==> src/core/ufc_defines.svh <==
// Register offsets, field positions, reset values and timing counts
// for the flow-control and FIFO-level block.
// Assumes byte addresses on an 8-bit AXI4-Lite address.
`ifndef UFC_DEFINES_SVH
`define UFC_DEFINES_SVH
`define UFC_OFS_EFR 8'h00
`define UFC_OFS_IER 8'h04
`define UFC_OFS_ISR 8'h08
`define UFC_OFS_FCR 8'h0c
`define UFC_OFS_MCR 8'h10
`define UFC_OFS_FEATURE_CTRL_REG 8'h14
`define UFC_OFS_TX_FIFO_LEVEL_COUNT 8'h18
`define UFC_OFS_TX_FIFO_TRIGGER_LEVEL 8'h1c
`define UFC_OFS_RX_FIFO_LEVEL_COUNT 8'h20
`define UFC_OFS_RXTRG 8'h24
`define UFC_OFS_RES1 8'h28
`define UFC_OFS_RES2 8'h2c
`define UFC_OFS_STP1 8'h30
`define UFC_OFS_STP2 8'h34
`define UFC_RST_BYTE 8'h00
`define UFC_FIFO_MAX 8'h40
`define UFC_LVL_1 8'h08
`define UFC_LVL_2 8'h10
`define UFC_LVL_3 8'h38
`define UFC_LVL_4 8'h3c
`define UFC_STOP_DLY_CHARS 2
`define UFC_EFR_ENH 4
`define UFC_EFR_SPC 5
`define UFC_EFR_ARTS 6
`define UFC_EFR_ACTS 7
`define UFC_MCR_DTR 0
`define UFC_MCR_RTS 1
`define UFC_MCR_PSEL 2
`define UFC_ISR_STOP 4
`define UFC_ISR_HWFC 5
`define UFC_RESP_OK 2'h0
`define UFC_RESP_ERR 2'h2
`endif

==> src/core/ufc_pkg.sv <==
// Types shared by the flow-control block: sender states and the
// whole register state of the block as one packed struct.
package ufc_pkg;
    typedef enum logic [1:0] {FC_IDLE, FC_WAIT, FC_SEND_A, FC_SEND_B} ufc_fc_st_t;
    typedef struct packed {
        logic [7:0] enhanced_feature_control;
        logic [7:0] int_enable_reg;
        logic [1:0] int_status_reg;
        logic [7:0] fifo_ctrl_reg;
        logic [7:0] modem_ctrl_reg;
        logic [7:0] feature_ctrl_reg;
        logic [7:0] tx_trig;
        logic [7:0] rx_trig;
        logic [7:0] res1;
        logic [7:0] res2;
        logic [7:0] stp1;
        logic [7:0] stp2;
        logic [7:0] tx_cnt;
        logic [7:0] rx_cnt;
        ufc_fc_st_t fc_st;
        logic fc_stop;
        logic [15:0] fc_tmr;
        logic [7:0] fc_data;
        logic stop_sent;
        logic rx_halt;
        logic half_stop;
        logic half_res;
        logic rts_hold;
        logic rx_store;
        logic [7:0] rx_data;
        logic [1:0] cts_sync;
        logic [1:0] dsr_sync;
        logic aw_ok;
        logic [7:0] awaddr;
        logic w_ok;
        logic [7:0] wdata;
        logic wstrb0;
        logic bvalid;
        logic [1:0] bresp;
        logic rvalid;
        logic [31:0] rdata;
        logic [1:0] rresp;
    } ufc_state_t;
endpackage

==> src/core/ufc_top.sv <==
// Flow-control and FIFO-level logic of one UART channel.
// Assumes a line shifter on the same clock that hands in received
// characters and takes flow characters, and FIFOs that report pushes
// and pops. Modem pins come from outside and are synchronised here.
`include "ufc_defines.svh"
`timescale 1ns/1ps
`default_nettype none
module ufc_top #(
    parameter int P_CHAR_CYC = 1250
) (
    input wire logic I_CLK_SYS,
    input wire logic I_SYS_RST,
    input wire logic I_AWVALID,
    output logic O_AWREADY,
    input wire logic [7:0] I_AWADDR,
    input wire logic I_WVALID,
    output logic O_WREADY,
    input wire logic [31:0] I_WDATA,
    input wire logic [3:0] I_WSTRB,
    output logic O_BVALID,
    input wire logic I_BREADY,
    output logic [1:0] O_BRESP,
    input wire logic I_ARVALID,
    output logic O_ARREADY,
    input wire logic [7:0] I_ARADDR,
    output logic O_RVALID,
    input wire logic I_RREADY,
    output logic [31:0] O_RDATA,
    output logic [1:0] O_RRESP,
    input wire logic I_TX_PUSH,
    input wire logic I_TX_POP,
    input wire logic I_RX_VALID,
    input wire logic [7:0] I_RX_DATA,
    input wire logic I_RX_POP,
    output logic O_RX_STORE,
    output logic [7:0] O_RX_STORE_DATA,
    output logic O_FC_VALID,
    input wire logic I_FC_READY,
    output logic [7:0] O_FC_DATA,
    output logic O_TX_HALT,
    output logic O_TX_BELOW_TRIG,
    output logic O_RX_AT_TRIG,
    input wire logic I_CTS_N,
    input wire logic I_DSR_N,
    output logic O_RTS_N,
    output logic O_DTR_N
);
    localparam logic [15:0] STOP_DLY_CYC =
        16'(`UFC_STOP_DLY_CHARS * P_CHAR_CYC - 1);

    ufc_pkg::ufc_state_t st_reg;
    ufc_pkg::ufc_state_t st_next;
    logic [7:0] hyst;
    logic [7:0] lvl_up;
    logic [7:0] lvl_dn;
    logic [1:0] tx_sel;
    logic [1:0] rx_sel;
    logic m_s1, m_s2, m_r1, m_r2;
    logic is_stop, is_res, consume, special;
    logic clr_in_hi;

    // Hysteresis steps of table D, indexed by the select field
    always_comb begin
        case (st_reg.feature_ctrl_reg[3:0])
            4'h0: hyst = 8'h00;
            4'h1: hyst = 8'h04;
            4'h2: hyst = 8'h06;
            4'h3: hyst = 8'h08;
            4'h4: hyst = 8'h08;
            4'h5: hyst = 8'h10;
            4'h6: hyst = 8'h18;
            4'h7: hyst = 8'h20;
            4'h8: hyst = 8'h28;
            4'h9: hyst = 8'h2c;
            4'ha: hyst = 8'h30;
            4'hb: hyst = 8'h34;
            4'hc: hyst = 8'h0c;
            4'hd: hyst = 8'h14;
            4'he: hyst = 8'h1c;
            default: hyst = 8'h24;
        endcase
    end

    // Upper and lower switch levels around the receive trigger
    always_comb begin
        if (st_reg.feature_ctrl_reg[7:6] == 2'h3 && hyst != 8'h00) begin
            lvl_up = (st_reg.rx_trig + hyst > `UFC_FIFO_MAX) ?
                `UFC_FIFO_MAX : 8'(st_reg.rx_trig + hyst);
            lvl_dn = (hyst > st_reg.rx_trig) ? 8'h00 :
                8'(st_reg.rx_trig - hyst);
        end else begin
            // Neighbour levels of the trigger list
            if (st_reg.rx_trig < `UFC_LVL_1) lvl_up = `UFC_LVL_1;
            else if (st_reg.rx_trig < `UFC_LVL_2) lvl_up = `UFC_LVL_2;
            else if (st_reg.rx_trig < `UFC_LVL_3) lvl_up = `UFC_LVL_3;
            else if (st_reg.rx_trig < `UFC_LVL_4) lvl_up = `UFC_LVL_4;
            else lvl_up = `UFC_FIFO_MAX;
            if (st_reg.rx_trig > `UFC_LVL_4) lvl_dn = `UFC_LVL_4;
            else if (st_reg.rx_trig > `UFC_LVL_3) lvl_dn = `UFC_LVL_3;
            else if (st_reg.rx_trig > `UFC_LVL_2) lvl_dn = `UFC_LVL_2;
            else if (st_reg.rx_trig > `UFC_LVL_1) lvl_dn = `UFC_LVL_1;
            else lvl_dn = 8'h00;
        end
    end

    // Receive comparison of flow and special characters
    always_comb begin
        tx_sel = st_reg.enhanced_feature_control[3:2];
        rx_sel = st_reg.enhanced_feature_control[1:0];
        m_s1 = I_RX_DATA == st_reg.stp1;
        m_s2 = I_RX_DATA == st_reg.stp2;
        m_r1 = I_RX_DATA == st_reg.res1;
        m_r2 = I_RX_DATA == st_reg.res2;
        is_stop = 1'b0;
        is_res = 1'b0;
        case (rx_sel)
            2'h1: begin
                is_stop = m_s2;
                is_res = m_r2;
            end
            2'h2: begin
                is_stop = m_s1;
                is_res = m_r1;
            end
            2'h3: begin
                if (tx_sel == 2'h1 || tx_sel == 2'h2) begin
                    is_stop = m_s1 | m_s2;
                    is_res = m_r1 | m_r2;
                end else begin
                    is_stop = st_reg.half_stop & m_s2;
                    is_res = st_reg.half_res & m_r2;
                end
            end
            default: ;
        endcase
        consume = is_stop | is_res;
        // Pair 2 compare swallows stop_char_2 even when special
        special = st_reg.enhanced_feature_control[`UFC_EFR_SPC] & m_s2;
    end

    // Selected clear input; the second sync stage only is read
    assign clr_in_hi = st_reg.modem_ctrl_reg[`UFC_MCR_PSEL] ?
        st_reg.dsr_sync[1] : st_reg.cts_sync[1];

    // Next state of everything
    always_comb begin
        st_next = st_reg;
        st_next.rx_store = 1'b0;
        st_next.cts_sync = {st_reg.cts_sync[0], I_CTS_N};
        st_next.dsr_sync = {st_reg.dsr_sync[0], I_DSR_N};

        // Bus address and data are taken in either order
        if (I_AWVALID && !st_reg.aw_ok) begin
            st_next.aw_ok = 1'b1;
            st_next.awaddr = I_AWADDR;
        end
        if (I_WVALID && !st_reg.w_ok) begin
            st_next.w_ok = 1'b1;
            st_next.wdata = I_WDATA[7:0];
            st_next.wstrb0 = I_WSTRB[0];
        end
        if (st_reg.bvalid && I_BREADY) begin
            st_next.bvalid = 1'b0;
        end
        if (st_reg.aw_ok && st_reg.w_ok && !st_reg.bvalid) begin
            st_next.aw_ok = 1'b0;
            st_next.w_ok = 1'b0;
            st_next.bvalid = 1'b1;
            st_next.bresp = `UFC_RESP_OK;
            if (st_reg.wstrb0) begin
                case (st_reg.awaddr)
                    `UFC_OFS_EFR: st_next.enhanced_feature_control = st_reg.wdata;
                    `UFC_OFS_IER: begin
                        st_next.int_enable_reg[3:0] = st_reg.wdata[3:0];
                        if (st_reg.enhanced_feature_control[`UFC_EFR_ENH]) begin
                            st_next.int_enable_reg[7:4] = st_reg.wdata[7:4];
                        end
                    end
                    `UFC_OFS_ISR: begin
                        if (st_reg.enhanced_feature_control[`UFC_EFR_ENH]) begin
                            st_next.int_status_reg = st_reg.int_status_reg & ~st_reg.wdata[5:4];
                        end
                    end
                    `UFC_OFS_FCR: begin
                        st_next.fifo_ctrl_reg[3:0] = st_reg.wdata[3:0];
                        st_next.fifo_ctrl_reg[7:6] = st_reg.wdata[7:6];
                        if (st_reg.enhanced_feature_control[`UFC_EFR_ENH]) begin
                            st_next.fifo_ctrl_reg[5:4] = st_reg.wdata[5:4];
                        end
                    end
                    `UFC_OFS_MCR: begin
                        st_next.modem_ctrl_reg[4:0] = st_reg.wdata[4:0];
                        if (st_reg.enhanced_feature_control[`UFC_EFR_ENH]) begin
                            st_next.modem_ctrl_reg[7:5] = st_reg.wdata[7:5];
                        end
                    end
                    `UFC_OFS_FEATURE_CTRL_REG: st_next.feature_ctrl_reg = st_reg.wdata;
                    `UFC_OFS_TX_FIFO_TRIGGER_LEVEL: st_next.tx_trig = st_reg.wdata;
                    `UFC_OFS_RXTRG: st_next.rx_trig = st_reg.wdata;
                    `UFC_OFS_RES1: st_next.res1 = st_reg.wdata;
                    `UFC_OFS_RES2: st_next.res2 = st_reg.wdata;
                    `UFC_OFS_STP1: st_next.stp1 = st_reg.wdata;
                    `UFC_OFS_STP2: st_next.stp2 = st_reg.wdata;
                    `UFC_OFS_TX_FIFO_LEVEL_COUNT, `UFC_OFS_RX_FIFO_LEVEL_COUNT: ;
                    default: st_next.bresp = `UFC_RESP_ERR;
                endcase
            end
        end

        // Read channel: one answer at a time, data from flops
        if (st_reg.rvalid && I_RREADY) begin
            st_next.rvalid = 1'b0;
        end
        if (I_ARVALID && !st_reg.rvalid) begin
            st_next.rvalid = 1'b1;
            st_next.rresp = `UFC_RESP_OK;
            st_next.rdata = 32'h0;
            case (I_ARADDR)
                `UFC_OFS_EFR: st_next.rdata[7:0] = st_reg.enhanced_feature_control;
                `UFC_OFS_IER: st_next.rdata[7:0] = st_reg.int_enable_reg;
                `UFC_OFS_ISR: st_next.rdata[5:4] = st_reg.int_status_reg;
                `UFC_OFS_FCR: st_next.rdata[7:0] = st_reg.fifo_ctrl_reg;
                `UFC_OFS_MCR: st_next.rdata[7:0] = st_reg.modem_ctrl_reg;
                `UFC_OFS_FEATURE_CTRL_REG: st_next.rdata[7:0] = st_reg.feature_ctrl_reg;
                `UFC_OFS_TX_FIFO_LEVEL_COUNT: st_next.rdata[7:0] = st_reg.tx_cnt;
                `UFC_OFS_RX_FIFO_LEVEL_COUNT: st_next.rdata[7:0] = st_reg.rx_cnt;
                `UFC_OFS_RXTRG: st_next.rdata[7:0] = st_reg.rx_trig;
                `UFC_OFS_RES1: st_next.rdata[7:0] = st_reg.res1;
                `UFC_OFS_RES2: st_next.rdata[7:0] = st_reg.res2;
                `UFC_OFS_STP1: st_next.rdata[7:0] = st_reg.stp1;
                `UFC_OFS_STP2: st_next.rdata[7:0] = st_reg.stp2;
                `UFC_OFS_TX_FIFO_TRIGGER_LEVEL: ; // Write-only, reads zero
                default: st_next.rresp = `UFC_RESP_ERR;
            endcase
        end

        // Transmit level follows pushes and pops, held to 0..64
        if (I_TX_PUSH && !I_TX_POP && st_reg.tx_cnt < `UFC_FIFO_MAX) begin
            st_next.tx_cnt = st_reg.tx_cnt + 8'h01;
        end else if (I_TX_POP && !I_TX_PUSH && st_reg.tx_cnt != 8'h00) begin
            st_next.tx_cnt = st_reg.tx_cnt - 8'h01;
        end

        // Received characters: flow chars are consumed, rest stored while the level is below 64
        st_next.rx_cnt = (I_RX_POP && st_reg.rx_cnt != 8'h00) ?
            st_reg.rx_cnt - 8'h01 : st_reg.rx_cnt;
        if (I_RX_VALID) begin
            st_next.half_stop = m_s1;
            st_next.half_res = m_r1;
            if (is_stop) st_next.rx_halt = 1'b1;
            if (is_res) st_next.rx_halt = 1'b0;
            if (!consume && st_next.rx_cnt < `UFC_FIFO_MAX) begin
                st_next.rx_store = 1'b1;
                st_next.rx_data = I_RX_DATA;
                st_next.rx_cnt = st_next.rx_cnt + 8'h01;
            end
            // Hardware set wins over a clear in the same cycle
            if (is_stop || special) begin
                st_next.int_status_reg[0] = 1'b1;
            end
        end
        if (rx_sel == 2'h0) begin
            st_next.rx_halt = 1'b0;
        end

        // Auto request hold: upper level sets, lower level clears
        if (!st_reg.enhanced_feature_control[`UFC_EFR_ARTS]) begin
            st_next.rts_hold = 1'b0;
        end else if (st_reg.rx_cnt >= lvl_up) begin
            st_next.rts_hold = 1'b1;
        end else if (st_reg.rx_cnt < lvl_dn) begin
            st_next.rts_hold = 1'b0;
        end
        if (st_next.rts_hold != st_reg.rts_hold) begin
            st_next.int_status_reg[1] = 1'b1;
        end

        // Flow character sender
        case (st_reg.fc_st)
            ufc_pkg::FC_IDLE: begin
                if (tx_sel == 2'h0) begin
                    st_next.stop_sent = 1'b0;
                end else if (!st_reg.stop_sent && st_reg.rx_cnt >= st_reg.rx_trig) begin
                    st_next.fc_st = ufc_pkg::FC_WAIT;
                    st_next.fc_tmr = 16'h0000;
                end else if (st_reg.stop_sent && st_reg.rx_cnt < lvl_dn) begin
                    st_next.fc_st = ufc_pkg::FC_SEND_A;
                    st_next.fc_stop = 1'b0;
                    st_next.fc_data = (tx_sel == 2'h1) ? st_reg.res2 : st_reg.res1;
                end
            end
            ufc_pkg::FC_WAIT: begin
                st_next.fc_tmr = st_reg.fc_tmr + 16'h0001;
                if (tx_sel == 2'h0) begin
                    st_next.fc_st = ufc_pkg::FC_IDLE;
                end else if (st_reg.fc_tmr >= STOP_DLY_CYC) begin
                    st_next.fc_st = ufc_pkg::FC_SEND_A;
                    st_next.fc_stop = 1'b1;
                    st_next.fc_data = (tx_sel == 2'h1) ? st_reg.stp2 : st_reg.stp1;
                end
            end
            ufc_pkg::FC_SEND_A: begin
                if (I_FC_READY) begin
                    st_next.stop_sent = st_reg.fc_stop;
                    if (tx_sel == 2'h3) begin
                        // Second char follows at once, nothing between
                        st_next.fc_st = ufc_pkg::FC_SEND_B;
                        st_next.fc_data = st_reg.fc_stop ? st_reg.stp2 : st_reg.res2;
                    end else begin
                        st_next.fc_st = ufc_pkg::FC_IDLE;
                    end
                end
            end
            ufc_pkg::FC_SEND_B: begin
                if (I_FC_READY) begin
                    st_next.fc_st = ufc_pkg::FC_IDLE;
                end
            end
            default: st_next.fc_st = ufc_pkg::FC_IDLE;
        endcase
    end

    // Single register for all state; reset gives a legacy UART
    always_ff @(posedge I_CLK_SYS) begin
        if (I_SYS_RST) begin
            st_reg <= '0;
        end else begin
            st_reg <= st_next;
        end
    end

    // Bus handshakes are combinational, answers come from flops
    assign O_AWREADY = !st_reg.aw_ok;
    assign O_WREADY = !st_reg.w_ok;
    assign O_BVALID = st_reg.bvalid;
    assign O_BRESP = st_reg.bresp;
    assign O_ARREADY = !st_reg.rvalid;
    assign O_RVALID = st_reg.rvalid;
    assign O_RDATA = st_reg.rdata;
    assign O_RRESP = st_reg.rresp;
    assign O_RX_STORE = st_reg.rx_store;
    assign O_RX_STORE_DATA = st_reg.rx_data;
    assign O_FC_VALID = st_reg.fc_st == ufc_pkg::FC_SEND_A ||
        st_reg.fc_st == ufc_pkg::FC_SEND_B;
    assign O_FC_DATA = st_reg.fc_data;

    // Level flags; tx compares strictly below so trigger 0 never fires it, rx compares at-or-above so trigger 0 always fires
    assign O_TX_BELOW_TRIG = st_reg.tx_cnt < st_reg.tx_trig;
    assign O_RX_AT_TRIG = st_reg.rx_cnt >= st_reg.rx_trig;

    // Halt the transmitter on received stop or on clear input high
    assign O_TX_HALT = st_reg.rx_halt |
        (st_reg.enhanced_feature_control[`UFC_EFR_ACTS] & clr_in_hi);

    // Pins: hold only adds on top of the software request
    assign O_RTS_N = !st_reg.modem_ctrl_reg[`UFC_MCR_RTS] |
        (st_reg.rts_hold & !st_reg.modem_ctrl_reg[`UFC_MCR_PSEL]);
    assign O_DTR_N = !st_reg.modem_ctrl_reg[`UFC_MCR_DTR] |
        (st_reg.rts_hold & st_reg.modem_ctrl_reg[`UFC_MCR_PSEL]);
endmodule
`default_nettype wire

==> config.mk <==
export PLATFORM = sky130hd
export DESIGN_NAME = ufc_top
export DESIGN_NICKNAME = d
export VERILOG_FILES = /design/src/core/ufc_pkg.sv /design/src/core/ufc_top.sv
export VERILOG_INCLUDE_DIRS = /design/src /design/src/core
export SDC_FILE = /design/constraint.sdc
export NUM_CORES = 1
export LEC_CHECK = 0
export ABC_AREA = 1
export BUFFER_PORTS_ARGS = -buffer_cell sky130_fd_sc_hd__buf_2
export CORE_MARGIN = 5
export CORE_UTILIZATION = 55
export CTS_CLUSTER_DIAMETER = 60
export DETAILED_ROUTE_END_ITERATION = 10
export GPL_TIMING_DRIVEN = 0
export PLACE_DENSITY = 0.8
export SLEW_MARGIN = 20
export SYNTH_ARGS = -nofsm -noshare
export SYNTH_HDL_FRONTEND = slang
export SYNTH_SLANG_ARGS = --single-unit
==> constraint.sdc <==
create_clock -name I_CLK_SYS -period 4.4 [get_ports I_CLK_SYS]
set_clock_uncertainty 0.15 [all_clocks]
set_input_delay 0.22 -clock I_CLK_SYS [delete_from_list [all_inputs] [get_ports I_CLK_SYS]]
set_output_delay 0.22 -clock I_CLK_SYS [all_outputs]
set_load 0.05 [all_outputs]
# ---- Word level (Yosys, flattened, before mapping)
# Memory sizes are Yosys's and may differ from the RTL's. A register that Yosys moved wholly into a read port is not among the register bits.
# Index checks and enable logic that the tools add are counted.
dict set report totals {
  ff_bits 184
  mem_bits_ro 80
  in_bits 74
  output_inout_bits 64
  elab_cells 293
  memories 1
}
dict set report classes {
  n_addsub 7
  n_lt_le_gt_ge 17
  n_eq_ne 53
  muxes 83
  bitwise 15
  n_reduce_logical 76
}
# name words word_bits rd rd_ports_with_merged_regs wr line
set mem_list {}
lappend mem_list {{(name not given)} 16 5 1 1 0 ufc_top.sv:64} ;# case (st_reg.feature_ctrl_reg[3:0])
# op count
set op_table {}
lappend op_table {{two-way mux 8 bit} 26}
lappend op_table {{two-way mux 74 bit} 2}
lappend op_table {{equality test 8 x 6 -> 1 bit, second input constant} 12}
lappend op_table {{equality test 8 x 5 -> 1 bit, second input constant} 8}
lappend op_table {{one-hot mux 4 bit (12 select lines)} 1}
lappend op_table {{AND reduction 3 bit} 13}
lappend op_table {{two-way mux 35 bit} 1}
lappend op_table {{one-hot mux 17 bit (2 select lines)} 1}
lappend op_table {{equality test 8 x 4 -> 1 bit, second input constant} 4}
lappend op_table {{equality test 8 bit} 4}
lappend op_table {{two-way mux 7 bit} 4}
lappend op_table {{OR reduction 14 bit} 2}
lappend op_table {{two-way mux 27 bit} 1}
lappend op_table {{one-hot mux 2 bit (13 select lines)} 1}
lappend op_table {{one-hot mux 2 bit (12 select lines)} 1}
lappend op_table {{one-hot mux 8 bit (3 select lines)} 1}
lappend op_table {{nonzero test 8 bit} 3}
lappend op_table {{two-way mux 2 bit} 11}
lappend op_table {{!= test 2 bit, second input constant} 10}
lappend op_table {{nonzero test 2 bit} 10}
lappend op_table {{two-way mux 9 bit} 2}
lappend op_table {{adder 16 x 1 -> 16 bit, second input constant} 1}
lappend op_table {{adder 8 x 1 -> 8 bit, second input constant} 2}
lappend op_table {{equality test 8 x 3 -> 1 bit, second input constant} 2}
lappend op_table {{45 further kinds} 128}

# ---- Depth between registers and ports, before layout
dict set report depth {
  ltp_word 13
  mapped_depth 26
  depth_no_buf 26
}

# ---- Least setup slack after synthesis
# No wires, ideal clock.
dict set report synth_timing {
  kind {register -> register}
  startpoint {reg st_reg[151] (netlist bit)}
  endpoint {reg st_reg (netlist bit O_FC_DATA[2])}
  setup_ps 110
  arrival_time_ps 2953
  required_time_ps 4140
  slack_ps 1187
  stages_incl_launch_ff 25
  n_path_buf 0
  period_less_slack_ps 3213
  cell_sequence {dfxtp_1 > inv_1 > ha_1 > inv_1 > fa_1 > nand2_1 > inv_1 > nor2_1 > nor2_1 > nor2_1 > nor2_1 > nor3_1 > xor2_1 > nand2_1 > ha_1 > nand2_1 > nor2_1 > a211oi_1 > nand3_2 > nand2_2 > nand2_1 > nor2_4 > nand2_1 > nand2_1 > nor2_1}
}
dict set report synth_via {
  elab_chain_len 10
  elab_cells_between_ends 19
  classes_between {1 x add/sub; 7 x order compare; 2 x eq/ne; 6 x mux; 3 x reduce/logical}
}
# element line
set synth_rtl {}
lappend synth_rtl {{start: declaration} ufc_top.sv:51} ;# ufc_pkg::ufc_state_t st_reg;
lappend synth_rtl {{start signal: assignment} ufc_top.sv:328} ;# st_reg <= st_next;
lappend synth_rtl {{greater-than comparator 8 x 4 -> 1 bit (no source line)} --}
lappend synth_rtl {{two-way mux 4 bit} ufc_top.sv:101} ;# else if (st_reg.rx_trig > `UFC_LVL_1) lvl_dn = `UFC_LVL_1;
lappend synth_rtl {{two-way mux 5 bit} ufc_top.sv:100} ;# else if (st_reg.rx_trig > `UFC_LVL_2) lvl_dn = `UFC_LVL_2;
lappend synth_rtl {{two-way mux 6 bit} ufc_top.sv:99} ;# else if (st_reg.rx_trig > `UFC_LVL_3) lvl_dn = `UFC_LVL_3;
lappend synth_rtl {{two-way mux 6 bit} ufc_top.sv:98} ;# if (st_reg.rx_trig > `UFC_LVL_4) lvl_dn = `UFC_LVL_4;
lappend synth_rtl {{two-way mux 8 bit} ufc_top.sv:86} ;# if (st_reg.feature_ctrl_reg[7:6] == 2'h3 && hyst != 8'h00) begin
lappend synth_rtl {{less-than comparator 8 bit} ufc_top.sv:286} ;# end else if (st_reg.stop_sent && st_reg.rx_cnt < lvl_dn) begin
lappend synth_rtl {{logical AND 1 bit} ufc_top.sv:286}
lappend synth_rtl {{!= test 2 bit (no source line)} --}
lappend synth_rtl {{AND reduction 8 bit (no source line) (*)} --}
# Every way passes the cells marked *; elsewhere a longest branch is shown, timed or not.
# A chain may end at the register's enable or synchronous reset.

# ---- Worst setup path after layout
dict set report layout_timing {
  startpoint {reg st_reg[151] (netlist bit)}
  endpoint {reg st_reg (netlist bit O_FC_DATA[7])}
}
# The elaborated chain is that of the path after synthesis.

==> reports/qor.txt <==
max reg flops = 149
max_slew headroom = 43.44%
Synth async-reset ratio = 0%
Final Max Tran Viols = 0
worst-path cell chain = inv_1 -> ha_1 -> inv_1 -> fa_1 -> nand2_1 -> inv_1 -> nor2_1 -> nor2_1 -> nor2_1 -> nor2_1 -> nor3_1 -> xor2_1 -> nand2_1 -> ha_1 -> nand2_1 -> nor2_1 -> a211oi_1 -> nand3_2 -> nand2_2 -> nand2_1 -> nor2_4 -> nand2_1 -> nand2_1 -> nor2_1
CORE AREA = 20230 um2
Root Driver = clkbuf_16
Num CTS Buffers = 17
final wirelength = 35100 um
commonest non-fill, non-tap cells in the layout = 267 x nand2_1, 217 x inv_1, 207 x nor2_1, 187 x dfxtp_1, 129 x o21ai_0
H-tree levels = 4
Worst setup startpoint = st_reg[151]
die area = 23550 um2
vias in the first global route = 10680
initial antenna violation count = 1
part of the cycle the worst path needs = 89.91%
grt met1 use = 40.14%
Critical Path Sink Type = flip-flop
Netlist Area Pre-Place = 11320 um2
post-CTS setup buffer count = 0
maximum cell stage delay along the critical path = 0.47 ns
First-pass DRT Iterations = 5
Fmax achieved = 252.8 MHz
Global Route Usage Sum = 29.40%
final antenna-violating net count = 0
Skew-Pair Late Insertion Delay = 0.44 ns
largest net degree at the start of global routing = 20
Core Rows = 52
Worst Path Required = 4.58 ns
final hold viol count = 0
Max Buffers Root-to-Sink = 2
FF-to-FF Start = st_reg[151]
RSZ-0062 raised after global routing = false
routability congestion estimate = 1.036
crit path time final = 3.956 ns
maximum vdd drop = 395.3 uV
hold path start = I_TX_PUSH
CP Max Fanout = 8
clk slew on worst S/H paths = 0.08 ns
P_leak = 5.601 nW
Final Power = 0.006023 W
TritonCTS clock tree = built
critical path class = flip-flop to flip-flop
GRT overflow = 0
sequential share of the synthesized area = 33.07%
met3 usage = 5.485%
clock sink total = 187
width of the die = 153.5 um
Area Overhead vs Synth = 15.25%
drt drc = 0
setup_tns = 0 ns
CP arrival = 4.14 ns
most common cell after layout, fill and taps aside = nand2_1
# port buffers = 82
DRT iter0 DRCs = 1339
HP Class = primary input to flip-flop
Worst Tran Pin Value = 0.8271 ns
Post-DP HPWL = 26880 um
routed length per placed instance = 16.97 um
GRT busiest layer = met2
Initial Util = 55.95%
# hold bufs at CTS = 27
#FFs+latches synth = 187
final setup fails = 0
DR vias/cell = 5.541
Synth Warn # = 0
Top FF cell, synth = dfxtp_1
Syn Area/Cell = 6.937 um2
Post-Syn Instances = 1632
max cap viols = 0
Setup crit start kind = flip-flop
met2 Use GR = 46.60%
first-pass GRT wire length = 55660 um
detailed-route via count = 11460
# IOs = 138
status = completed
Slowest cell on crit path = a211oi_1
Synth cell types = 60
number of enable flip-flop cells after synthesis = 0
fin nets = 1921
Die Ht = 153.5 um
n_diodes = 0
post-CTS sizing = 0
share of cells above drive strength 1 = 13.24%
pwr/cell area = 461.6 nW/um2
==> cells by family (layout without fill, tap and decap cells) <==
family          Yosys count  count (layout)  share of synthesized area, %
compound gates          401             401                         20.83
other cells               2              27                       0.06634
buf+inv                 339             480                         13.35
flops                   187             187                         33.07
simple gates            616             616                         23.70
fa+ha+maj                62              62                         7.051
xor+xnor                 25              25                         1.934
==> cell usage after synthesis (4+ instances only) <==
| library cell | n | area [um2] |
|---|---|---|
| clkbuf_1 | 32 | 120.1 |
| nor3_2 | 6 | 60.06 |
| o21ai_1 | 4 | 20.02 |
| nand2_1 | 267 | 1002 |
| xnor2_1 | 6 | 52.55 |
| buf_4 | 54 | 405.4 |
| nand3_1 | 43 | 215.2 |
| nor2_1 | 207 | 777.0 |
| a21oi_1 | 126 | 630.6 |
| nand4_1 | 29 | 181.4 |
| nor2_2 | 4 | 25.02 |
| inv_2 | 16 | 60.06 |
| o21ai_2 | 4 | 35.03 |
| nor3_1 | 27 | 135.1 |
| dfxtp_1 | 187 | 3744 |
| a211oi_1 | 63 | 473.0 |
| ha_1 | 59 | 738.2 |
| clkinv_1 | 6 | 22.52 |
| nor2_4 | 4 | 45.04 |
| a221oi_1 | 12 | 105.1 |
| o21ai_0 | 129 | 645.6 |
| nor4_1 | 4 | 25.02 |
| inv_1 | 217 | 814.5 |
| nand2_2 | 9 | 56.30 |
| xor2_1 | 19 | 166.4 |
| buf_2 | 8 | 40.04 |
| a31oi_1 | 5 | 31.28 |
| o211ai_1 | 11 | 82.58 |
| o22ai_1 | 27 | 168.9 |
==> where the power goes <==
part / internal (W) / leakage, nW / switching (W)
sequential: 0.00183 / 1.52 / 0.000184
clock: 0.000833 / 0.298 / 0.000762
combinational: 0.000820 / 3.78 / 0.00159
total: 0.00349 / 5.60 / 0.00254
==> area by class of cell <==
cell class	instances	area, um2
clock buffers	18	439.2
repair buffers	109	680.7
flip-flops and latches	187	3744
fillers	1831	7187
clock inverters	14	175.2
inverters	242	917.1
well taps	270	337.8
plain buffers	97	594.3
multi-input cells	1131	6160
==> through the flow <==
step | setup slack, ns | std cells | cell area (um2) | hold slack [ns] | util [%]
6_report | 0.4441 | 2068 | 13050 | 0.02242 | 64.48
5_1_grt | 0.09579 | 2068 | 13050 | 0.02304 | 64.48
4_1_cts | 0.4333 | 2068 | 13050 | 0.003304 | 64.48
3_5_place_dp | 0.4636 | 2009 | 12160 | 0.2507 | 60.11
3_3_place_gp | 0.5019 | 2009 | 12160 | 0.2429 | 60.11
2_1_floorplan | 1.187 | 1657 | 11410 | 0.1770 | -
==> critical path, delay by kind of cell, from the launching register on <==
family / cells / cell delay (ns)
compound gates: 1 / 0.47
flops: 1 / 0.36
xor+xnor: 1 / 0.18
buf+inv: 3 / 0.24
simple gates: 16 / 1.61
fa+ha+maj: 3 / 0.84
==> per-layer routing <==
layer	wire length (um)	vias to the layer above	part of all wire, %
met5	0	-	0
met4	1051	0	3.0
met3	3247	62	9.3
met2	15770	498	45
met1	15030	5230	43
li1	-	5668	-
==> worst paths after layout <==
path                                     end  slack (ns)  cells after the start
worst max-delay path            O_FC_DATA[7]        0.44                     24
worst min-delay path             st_reg[111]        0.02                      4
worst max register to register  O_FC_DATA[7]        0.44                     24
worst min register to register    st_reg[58]        0.26                      2
No activity file was read; power rests on OpenSTA's default activity.
